[src/design/plsc_pkg.sv]
// Purpose: Shared types and constants for the low-power state control.
// Assumes: One clock, mclk at 10 MHz, and an active-low async reset.
// Notes:   Output groups travel as one packed struct.

package plsc_pkg;

  // ----------------------------------------------------------------------
  // Synchroniser and input bit positions
  // ----------------------------------------------------------------------

  // Number of flip-flops every asynchronous input passes through.
  localparam int PLSC_SYNC_STAGES = 2;
  // Width of the bundle of asynchronous inputs.
  localparam int PLSC_NUM_ASYNC = 4;
  // Bit positions of each input inside the synchroniser bundle.
  localparam int PLSC_BIT_HALT = 0;
  localparam int PLSC_BIT_SLEEP = 1;
  localparam int PLSC_BIT_SMI = 2;
  localparam int PLSC_BIT_INTR = 3;
  // Idle level of the bundle; every input is active low.
  localparam logic [PLSC_NUM_ASYNC-1:0] PLSC_ASYNC_IDLE = 4'hf;

  // ----------------------------------------------------------------------
  // Operating states
  // ----------------------------------------------------------------------

  typedef enum logic [2:0] {
    PLSC_RUN,        // Normal execution, all clocks running.
    PLSC_HALT,       // Core clocks stopped, bus and interrupt unit live.
    PLSC_SLEEP,      // Only the PLL runs.
    PLSC_SVC,        // Servicing interrupts latched while halted.
    PLSC_SMM_SAVE,   // Saving processor state for management mode.
    PLSC_SMM_ACK,    // Issuing the management acknowledge transaction.
    PLSC_SMM_RUN     // Fetching from the management handler.
  } plsc_state_t;

  // ----------------------------------------------------------------------
  // Output bundle
  // ----------------------------------------------------------------------

  typedef struct packed {
    logic pll_en;          // Phase-locked loop running.
    logic core_clk_en;     // Clock to the core units.
    logic bus_clk_en;      // Clock to the bus unit.
    logic intr_clk_en;     // Clock to the local_intr_ctrl_unit.
    logic snoop_en;        // Bus snoops are honoured.
    logic exec_en;         // Instruction execution allowed.
    logic intr_service;    // Latched interrupts are being serviced.
    logic state_save_req;  // Save of processor state in progress.
    logic smi_ack_req;     // Acknowledge bus transaction requested.
    logic handler_fetch;   // Fetching from the management handler.
    logic sys_mgmt_mode;   // Processor is in management mode.
  } plsc_out_t;

  // Value of the output bundle during and right after reset.
  localparam plsc_out_t PLSC_OUT_RESET = '{
    pll_en: 1'b1, core_clk_en: 1'b1, bus_clk_en: 1'b1, intr_clk_en: 1'b1,
    snoop_en: 1'b1, exec_en: 1'b1, intr_service: 1'b0,
    state_save_req: 1'b0, smi_ack_req: 1'b0, handler_fetch: 1'b0,
    sys_mgmt_mode: 1'b0};

endpackage : plsc_pkg

[src/design/plsc_ctrl.sv]
// Purpose: Low-power and management-mode state control driven by pins.
// Assumes: All request pins are asynchronous and active low; snoop_req,
//          save_done, ack_done and resume_req come from logic on mclk.
// Notes:   The reset input is honoured in every state, including sleep.

`timescale 1ns/1ps

// Operation
// - Halted plus sleep request enters sleep.
// - Sleep gates every clock except the PLL.
// - Sleep ignores snoops and interrupt requests.
// - Sleep reacts only to sleep and reset.
// - Sleep release returns to halted, restarting clocks.
// - Halt request stops core, keeps bus, interrupts.
// - Halted still snoops and latches interrupts.
// - Halt release restarts, services, then executes.
// - Halt request is asynchronous, synchronised inside.
// - Accepted management interrupt saves state, enters mode.
// - Management mode acknowledges, then fetches handler.
module plsc_ctrl (
  input wire logic mclk,
  input wire logic rst_b,
  input wire logic clock_halt_request_n,
  input wire logic sleep_request_n,
  input wire logic sys_mgmt_irq_n,
  input wire logic intr_req_n,
  input wire logic snoop_req,
  input wire logic save_done,
  input wire logic ack_done,
  input wire logic resume_req,
  output plsc_pkg::plsc_out_t pm_out,
  output logic snoop_ack,
  output logic intr_pending,
  output plsc_pkg::plsc_state_t pm_state
);
  import plsc_pkg::*;

  // ----------------------------------------------------------------------
  // Declarations
  // ----------------------------------------------------------------------

  logic [PLSC_NUM_ASYNC-1:0] async_bus;   // Raw pins, bundled.
  logic [PLSC_NUM_ASYNC-1:0] sync_bus;    // Pins after two flops.
  logic halt_s;                           // Halt request, active high.
  logic sleep_s;                          // Sleep request, active high.
  logic smi_s;                            // Management irq, active high.
  logic intr_s;                           // Interrupt request, high.
  logic smi_s_d_r;                        // Last smi_s, for edge finding.
  logic smi_pend_r, smi_pend_nxt;         // Accepted-later management irq.
  logic intr_pend_r, intr_pend_nxt;       // Interrupt latched while halted.
  logic snoop_ack_r, snoop_ack_nxt;       // Snoop answered this cycle.
  plsc_state_t state_r, state_nxt;        // Operating state.
  plsc_out_t out_r, out_nxt;              // Registered output bundle.

  // ----------------------------------------------------------------------
  // Input synchronisation
  // ----------------------------------------------------------------------

  // Pins are gathered so one synchroniser instance covers them all.
  always_comb begin
    async_bus = PLSC_ASYNC_IDLE;
    async_bus[PLSC_BIT_HALT] = clock_halt_request_n;
    async_bus[PLSC_BIT_SLEEP] = sleep_request_n;
    async_bus[PLSC_BIT_SMI] = sys_mgmt_irq_n;
    async_bus[PLSC_BIT_INTR] = intr_req_n;
  end

  // The halt request may change at any moment relative to mclk.
  plsc_sync #(
    .WIDTH(PLSC_NUM_ASYNC),
    .IDLE(PLSC_ASYNC_IDLE)
  ) u_sync (
    .mclk(mclk),
    .rst_b(rst_b),
    .async_in(async_bus),
    .sync_out(sync_bus)
  );

  // Only second-stage values are read from here on.
  assign halt_s = ~sync_bus[PLSC_BIT_HALT];
  assign sleep_s = ~sync_bus[PLSC_BIT_SLEEP];
  assign smi_s = ~sync_bus[PLSC_BIT_SMI];
  assign intr_s = ~sync_bus[PLSC_BIT_INTR];

  // ----------------------------------------------------------------------
  // Output decode
  // ----------------------------------------------------------------------

  // Maps a state to the clock enables and status it shows.
  function automatic plsc_out_t plsc_decode(input plsc_state_t st);
    plsc_out_t o;
    o = PLSC_OUT_RESET;
    case (st)
      PLSC_HALT: begin
        o.core_clk_en = 1'b0;
        o.exec_en = 1'b0;
      end
      PLSC_SLEEP: begin
        // Only the PLL keeps running, so wake-up needs no relock.
        o.core_clk_en = 1'b0;
        o.bus_clk_en = 1'b0;
        o.intr_clk_en = 1'b0;
        o.snoop_en = 1'b0;
        o.exec_en = 1'b0;
      end
      PLSC_SVC: begin
        o.exec_en = 1'b0;
        o.intr_service = 1'b1;
      end
      PLSC_SMM_SAVE: begin
        o.exec_en = 1'b0;
        o.state_save_req = 1'b1;
        o.sys_mgmt_mode = 1'b1;
      end
      PLSC_SMM_ACK: begin
        o.exec_en = 1'b0;
        o.smi_ack_req = 1'b1;
        o.sys_mgmt_mode = 1'b1;
      end
      PLSC_SMM_RUN: begin
        o.handler_fetch = 1'b1;
        o.sys_mgmt_mode = 1'b1;
      end
      default: begin
        o = PLSC_OUT_RESET;
      end
    endcase
    return o;
  endfunction : plsc_decode

  // ----------------------------------------------------------------------
  // State machine
  // ----------------------------------------------------------------------

  // Next state; management entry waits for the running state so that a
  // halted or sleeping core is never woken by it behind chipset's back.
  always_comb begin
    state_nxt = state_r;
    case (state_r)
      PLSC_RUN: begin
        // A sleep request here is not acted on at all.
        if (halt_s) begin
          state_nxt = PLSC_HALT;
        end else if (smi_pend_r) begin
          state_nxt = PLSC_SMM_SAVE;
        end
      end
      PLSC_HALT: begin
        // Sleep wins only while the halt request is still held.
        if (halt_s && sleep_s) begin
          state_nxt = PLSC_SLEEP;
        end else if (!halt_s) begin
          state_nxt = intr_pend_r ? PLSC_SVC : PLSC_RUN;
        end
      end
      PLSC_SLEEP: begin
        // Only the sleep level is watched; halt release waits for it.
        if (!sleep_s) begin
          state_nxt = PLSC_HALT;
        end
      end
      PLSC_SVC: begin
        state_nxt = PLSC_RUN;
      end
      PLSC_SMM_SAVE: begin
        if (save_done) begin
          state_nxt = PLSC_SMM_ACK;
        end
      end
      PLSC_SMM_ACK: begin
        if (ack_done) begin
          state_nxt = PLSC_SMM_RUN;
        end
      end
      PLSC_SMM_RUN: begin
        if (resume_req) begin
          state_nxt = PLSC_RUN;
        end
      end
      default: begin
        state_nxt = PLSC_RUN;
      end
    endcase
    out_nxt = plsc_decode(state_nxt); // Registered as the output bundle.
  end

  // ----------------------------------------------------------------------
  // Pending events and snoop answer
  // ----------------------------------------------------------------------

  // Set wins over clear for both pending flags.
  always_comb begin
    smi_pend_nxt = smi_pend_r;
    intr_pend_nxt = intr_pend_r;
    if (state_r == PLSC_RUN && state_nxt == PLSC_SMM_SAVE) begin
      smi_pend_nxt = 1'b0;
    end
    if (state_r == PLSC_SVC) begin
      intr_pend_nxt = 1'b0;
    end
    // Sleep drops new management requests and interrupts.
    if (state_r != PLSC_SLEEP && smi_s && !smi_s_d_r) begin
      smi_pend_nxt = 1'b1;
    end
    if (state_r == PLSC_HALT && intr_s) begin
      intr_pend_nxt = 1'b1;
    end
    snoop_ack_nxt = snoop_req && state_r != PLSC_SLEEP;
  end

  // Registers only; reset loads constants.
  always_ff @(posedge mclk or negedge rst_b) begin
    if (!rst_b) begin
      state_r <= PLSC_RUN;
      out_r <= PLSC_OUT_RESET;
      smi_s_d_r <= 1'b0;
      smi_pend_r <= 1'b0;
      intr_pend_r <= 1'b0;
      snoop_ack_r <= 1'b0;
    end else begin
      state_r <= state_nxt;
      out_r <= out_nxt;
      smi_s_d_r <= smi_s;
      smi_pend_r <= smi_pend_nxt;
      intr_pend_r <= intr_pend_nxt;
      snoop_ack_r <= snoop_ack_nxt;
    end
  end

  assign pm_out = out_r;
  assign snoop_ack = snoop_ack_r;
  assign intr_pending = intr_pend_r;
  assign pm_state = state_r;
endmodule : plsc_ctrl

[src/design/plsc_sync.sv]
// Purpose: Two-flop synchroniser for a bundle of asynchronous inputs.
// Assumes: Inputs are independent levels; no bus coherency is promised.
// Notes:   Stage one feeds stage two only, never any other logic.

`timescale 1ns/1ps

module plsc_sync #(
  parameter int WIDTH = plsc_pkg::PLSC_NUM_ASYNC,
  parameter logic [WIDTH-1:0] IDLE = '1
) (
  input wire logic mclk,
  input wire logic rst_b,
  input wire logic [WIDTH-1:0] async_in,
  output logic [WIDTH-1:0] sync_out
);
  import plsc_pkg::*;

  // First stage, which may go metastable.
  logic [WIDTH-1:0] meta_r;

  // ----------------------------------------------------------------------
  // Two register stages
  // ----------------------------------------------------------------------

  // Reset loads the idle level so nothing looks asserted at release.
  always_ff @(posedge mclk or negedge rst_b) begin
    if (!rst_b) begin
      meta_r <= IDLE;
      sync_out <= IDLE;
    end else begin
      meta_r <= async_in;
      sync_out <= meta_r;
    end
  end

endmodule : plsc_sync

[config.mk]
export PLATFORM = sky130hd
export DESIGN_NAME = plsc_ctrl
export DESIGN_NICKNAME = d
export VERILOG_FILES = /design/src/design/plsc_pkg.sv /design/src/design/plsc_ctrl.sv /design/src/design/plsc_sync.sv
export SDC_FILE = /design/constraint.sdc
export NUM_CORES = 1
export LEC_CHECK = 0
export ABC_AREA = 1
export BUFFER_PORTS_ARGS = -buffer_cell sky130_fd_sc_hd__buf_2
export CORE_MARGIN = 1
export CORE_UTILIZATION = 50
export DETAILED_ROUTE_END_ITERATION = 8
export GPL_TIMING_DRIVEN = 0
export PLACE_DENSITY = 0.76
export SYNTH_ARGS = -nofsm -noshare
export SYNTH_HDL_FRONTEND = slang
export SYNTH_SLANG_ARGS = --single-unit
[constraint.sdc]
create_clock -name mclk -period 1.4 [get_ports mclk]
set_input_delay 0 -clock mclk [delete_from_list [all_inputs] [get_ports mclk]]
set_output_delay 0 -clock mclk [all_outputs]
set_load 0.005 [all_outputs]
==> flow_metrics.tcl, run 1 <==
set metrics [dict create \
    status "finished, final reports clean" \
    cp.arrival_ps 1540 \
    avgSynthCellArea_um2 9.84 \
    dp_slack_ps 53.5 \
    layout_common_cells "buf_2, nand2_1, inv_1" \
    multi_input_area_um2 317 \
    setup_ws_ps 111 \
    total_leakage_power_nw 0.652 \
    fmax_ghz 0.776 \
    ys_types 25 \
    reg2regPathDepth 7 \
    grt_pass1_wl_mm 2.73 \
    synth_nets 111 \
    internal-power_mw 1.44 \
    dr.pass1.iters 4 \
    crit_chain "inv_4 > nand2_1 > nand2_1 > nand2_1 > a21oi_2 > nand2_1 > nand3_1" \
    synth_top_area_share_pct 30.2 \
    yosysTopAreaCell "dfrtp_1" \
    regArea_um2 592 \
    min_from "resume_req" \
    r2r_start "pm_state[0]" \
    critical_path_depth 7 \
    core.rowCount 15 \
    finalSetupViolations 0 \
    path_max_fanout 9 \
    wl_per_cell_um 10.7 \
    ios 26 \
    fillers 157 \
    critPathLaunchType "flip-flop" \
    synth_area_leaders "dfrtp_1, dfstp_2, nand2_1" \
    worst-setup-path-type "reg -> reg" \
    hold_ws_ps 19.6 \
    crit_path_start "pm_state[0]" \
    via_count 769 \
    crit_slowest_cell "dfrtp_2" \
    regToRegSetupSlack_ps 110 \
    power_frac_comb_pct 47.2 \
    mostFrequentLayoutCell "buf_2" \
    switchingPower_mw 0.986 \
    tns_ps 0 \
    p_seq_share_pct 41.0 \
    place.gp.congestion 0.842 \
    cts.clk_slew.worst_paths_ps 120 \
    worstPathBufferInverterCount 1 \
    n_antenna_cell 0 \
    ant_nets 0 \
    clkPwrFrac_pct 11.8 \
    final_nets 146 \
    cts.sinks 23 \
    grt_pass1_vias 646 \
    rsz0062_at_grt "false" \
    max_stage_delay_ps 490 \
    p_sw_share_pct 40.6 \
    clk_path_buf_depth 2 \
    start_util_pct 55.1 \
    ys_seq_elements 23 \
    dp_hpwl_mm 1.30 \
    port_buffers 24 \
    netlist_area_um2 993 \
    drt_iter0_markers 14 \
    area_growth_pct 25.9 \
    yosys_warnings 0 \
    fin_crit_sh_pct 92.1 \
    r2r-end "pm_out[9]" \
    min_period_ps 1290 \
    crit_required_ps 1650 \
    wl_mm 1.71 \
    dieWidth_um 46.6 \
    cts_tree "yes" \
    grt-ovfl-total 0 \
    die_area_um2 2170 \
    clk_latency_ps 300 \
    fin_worst_skew_ps 8.15 \
    viasPerCell 4.81 \
    grt_start_max_net_pins 24 \
    p_per_area_nw_per_um2 1940 \
    min_delay_worst_endpoint "pm_out[5]" \
    total_power_mw 2.43 \
    hp-class "in -> reg" \
    finalHoldViolations 0 \
    synth_cells 101 \
    core_area_um2 1800 \
    cpMostUsedCell "nand2_1" \
    antenna_found_initial 0 \
    cts_max_level 1 \
    grt_usage_pct 18.2 \
    numCtsBuffers 3 \
    cap_violations 0 \
    die_h_um 46.6 \
    critical_path.top_delay_family "flip-flops" \
    finalMaxSlewViolations 0 \
    yosysSeqAreaShare_pct 59.3 \
    worstSetupEndpointType "flip-flop" \
    ir_drop_mv 1.18 \
    drc_errors 0 \
    holdPathStages 4 \
    cts_root_buf "clkbuf_4" \
    drive_gt1_share_pct 45.9 \
]
[synth_stat cells]
cell and number:
o32ai_1 1, inv_4 1, inv_1 13, nor2_1 5, nand2_4 1, buf_4 3, conb_1 1, inv_2 3
nor3_1 3, nand3_2 2, o22ai_1 1, buf_2 1, o21ai_0 1, nor4_1 1, dfrtp_1 12, nor2_4 2
a21oi_1 1, nand2_2 3, nand3_1 9, nand4_1 3, nand2_1 18, a21oi_2 1, nor2_2 3, nor3_2 1
dfstp_2 11
[power by group through the flow]
stage	sequential [mW]	combinational [mW]	clock, mW
final	0.995	1.15	0.288
after global routing	1.02	1.28	0.325
after CTS	0.983	1.12	0.303
after detailed placement	0.996	1.10	0
after global placement	0.988	1.07	0
after floorplan	1.00	0.744	0
[cell families after synthesis]
group           count (synthesis)  synth area share, %
other cells                     1                0.377
simple gates                   51                 27.5
buf+inv                        21                 9.45
compound gates                  5                 3.40
flops                          23                 59.3
[worst max-delay path by stage]
| stage | endpoint | slack (ps) |
|---|---|---|
| floorplan | pm_out[3] | 200 |
| global placement | pm_out[2] | 90 |
| detailed placement | pm_out[2] | 50 |
| CTS | pm_out[2] | 30 |
| global route | pm_out[9] | 20 |
| finish | pm_out[9] | 110 |
[worst reg2reg max path: cells and delay by family (launching register included)]
family,cells,cell delay (ps)
compound gates,1,180
simple gates,5,450
flops,1,490
buf+inv,1,130
[cell type report]
type                    count  area share (%)
repair buffers             30            14.4
multi-input cells          57            25.3
clock buffers               3            1.80
clock inverters             1           0.400
well taps                  25            2.50
plain buffers               4            2.40
inverters                  17            5.90
flip-flops and latches     23            47.3
[registers in the layout, summed over array words and instances, names as in the netlist]
signal and count:
snoop_ack 1, smi_s_d_r 1, pm_out 8, u_sync.meta_r 4, u_sync.sync_out 4, pm_state 3
intr_pending 1, smi_pend_r 1
[metal layers]
metal	share of wire, %	global-route usage [%]
met5	0	0
met4	1.1	8.82
met3	5.0	2.35
met2	49	28.1
met1	45	25.3
[metrics by stage]
step                std cells  util [%]  area [um^2]
finish                    160      69.4         1250
global route              160      69.4         1250
CTS                       160      68.4         1230
detailed placement        150      63.5         1140
global placement          150      63.5         1140
floorplan                 101         -          993
[repair_timing]
action                                  CTS  global route
gates resized for setup                   0             9
setup buffers                             0             0
hold buffers                              6             0
endpoints found under the hold margin    28             0
endpoints found under the setup margin    0             5
(Power assumes the default switching activity.)
==> inputs of run 2 (changes only) <==
--- a/config.mk
+++ b/config.mk
@@ -7,11 +7,14 @@
 export LEC_CHECK = 0
 export ABC_AREA = 1
 export BUFFER_PORTS_ARGS = -buffer_cell sky130_fd_sc_hd__buf_2
+export CELL_PAD_IN_SITES_DETAIL_PLACEMENT = 2
+export CELL_PAD_IN_SITES_GLOBAL_PLACEMENT = 2
+export CORE_ASPECT_RATIO = 0.5
 export CORE_MARGIN = 1
-export CORE_UTILIZATION = 50
+export CORE_UTILIZATION = 30
 export DETAILED_ROUTE_END_ITERATION = 8
 export GPL_TIMING_DRIVEN = 0
-export PLACE_DENSITY = 0.76
+export PLACE_DENSITY_LB_ADDON = 0.1
 export SYNTH_ARGS = -nofsm -noshare
 export SYNTH_HDL_FRONTEND = slang
 export SYNTH_SLANG_ARGS = --single-unit
==> run 2 against run 1 <==
Effect of this change: worst hold slack gained 85 ps; utilization shrank 26 points; register-to-register slack lost 40 ps; via count grew 8.6%; count of clock-buffer cells in the layout is the same; global-route usage shrank 1.8 points; total power grew 14%; combinational power grew 17%; worst setup slack lost 36 ps; largest power group unchanged.
==> flow_metrics.tcl, run 2 (synthesis gave the netlist of run 1 again) <==
set metrics [dict create \
    cts_root_buf "clkbuf_8" \
    crit_chain "buf_4 > inv_4 > nand3_4 > nor2_2 > nor2_1 > nand3_1 > nand2_1 > nand3_1" \
    r2r_start "pm_state[2]" \
    finish.instance_area_um2 1350 \
    worstPathBufferInverterCount 2 \
    critical_path.top_delay_family "simple AND/OR/NAND/NOR gates" \
    ir_drop_mv 0.930 \
    viasPerCell 4.66 \
    cts_tree "yes" \
    final_nets 150 \
    slew_headroom_pct 66.1 \
    cts.sinks 23 \
    p_per_area_nw_per_um2 2050 \
    cp.arrival_ps 1530 \
    fin_crit_sh_pct 94.7 \
    port_buffers 24 \
    die_area_um2 3560 \
    worstSetupEndpointType "flip-flop" \
    total_power_mw 2.77 \
    dpl_cell_area_um2 1160 \
    clk_latency_ps 270 \
    setup_ws_ps 74.7 \
    clk_path_buf_depth 2 \
    finalSetupViolations 0 \
    layout_common_cells "buf_2, nand2_1, inv_1" \
    die_h_um 42.7 \
    cts.clk_slew.worst_paths_ps 80 \
    final_cells 179 \
    finalHoldViolations 0 \
    rsz0062_at_grt "true" \
    grt_pass1_wl_mm 4.40 \
    min_period_ps 1330 \
    finalMaxSlewViolations 0 \
    hp-class "in -> reg" \
    crit_required_ps 1610 \
    status "finished, final reports clean" \
    fin_worst_skew_ps 2.40 \
    path_max_fanout 9 \
    n_antenna_cell 0 \
    core_area_um2 3080 \
    area_growth_pct 36.3 \
    drt_iter0_markers 3 \
    grt_usage_pct 16.4 \
    largest_reg_flops 8 \
    dp.cells 165 \
    antenna_found_initial 0 \
    fmax_ghz 0.755 \
    min_from "resume_req" \
    cpMostUsedCell "nand3_1" \
    dp_hpwl_mm 1.90 \
    dp_slack_ps -78.1 \
    numCtsBuffers 3 \
    via_count 835 \
    tns_ps 0 \
    wl_per_cell_um 14.7 \
    dieWidth_um 83.4 \
    place.gp.congestion 0.725 \
    worst-setup-path-type "reg -> reg" \
    crit_path_start "pm_state[2]" \
    crit_slowest_cell "dfrtp_1" \
    core.rowCount 14 \
    dr.pass1.iters 4 \
    max_stage_delay_ps 380 \
    ant_nets 0 \
    drc_errors 0 \
    start_util_pct 32.2 \
    wl_mm 2.62 \
    grt-ovfl-total 0 \
    grt_pass1_vias 866 \
    cts_max_level 1 \
    cap_violations 0 \
    grt_start_max_net_pins 24 \
    total_leakage_power_nw 0.683 \
    ios 26 \
    critPathLaunchType "flip-flop" \
    drive_gt1_share_pct 50.4 \
    worst_slew_pin_slew_ps 508 \
    mostFrequentLayoutCell "buf_2" \
]
-- run 2: changes by cell type in the layout (fill, tap and decap cells not counted), moves of 2 or more --
cell      previous run  this run
clkbuf_8             0         3
clkbuf_4             3         0
nand3_1              9         7
buf_4                4         8
-- run 2: cell type report --
type                       count  area (um^2)
fill                         365         1730
tap                           40         50.0
clock buffer                   3         41.3
clock inverter                 1         5.00
sequential                    23          592
buffer                         4         30.0
multi-input combinational     57          349
timing repair buffer          34          210
inverter                      17         76.3
-- run 2: repair_timing --
action | CTS | global route
pin swaps | 0 | 0
setup endpoints to repair | 5 | 4
gates resized for setup | 8 | 7
buffers inserted | 0 | 4
endpoints found under the hold margin | 17 | 0
hold buffers | 6 | 0
-- run 2: path summary, 6_finish.rpt --
check / depth (start not counted) / slack [ps] / endpoint
setup / recovery: 8 / 70 / pm_out[9]
hold / removal: 4 / 100 / pm_out[5]
setup reg to reg: 8 / 70 / pm_out[9]
hold reg to reg: 0 / 360 / u_sync.sync_out[3]
max in group asynchronous: 2 / 810 / pm_state[1]
min in group asynchronous: 2 / 220 / pm_out[3]
-- run 2: tightest hold or removal path, cell delays in order --
cell	delay (ps)
buf_2	90
nor3_1	50
nor2_1	150
nand2_1	80
-- run 2: where the power goes --
part / switching, mW / leakage, nW / internal (mW) / total [mW]
Sequential: 0.127 / 0.261 / 0.883 / 1.01
Combinational: 0.823 / 0.397 / 0.522 / 1.35
Clock: 0.214 / 0.0255 / 0.199 / 0.413
-- run 2: routing by layer --
layer / track usage (%) / vias to the layer above / part of all wire (%)
met5: 0 / - / 0
met4: 3.10 / 0 / 0.65
met3: 3.70 / 3 / 3.9
met2: 26.4 / 21 / 45
met1: 23.1 / 421 / 50
li1: - / 390 / -
-- run 2: stage by stage --
stage          hold WS, ps  utilization (%)
2_1_floorplan         -296                -
3_3_place_gp         -11.7             37.7
3_5_place_dp        -0.970             37.7
4_1_cts               99.5             41.8
5_1_grt                138             43.9
6_report               105             43.9
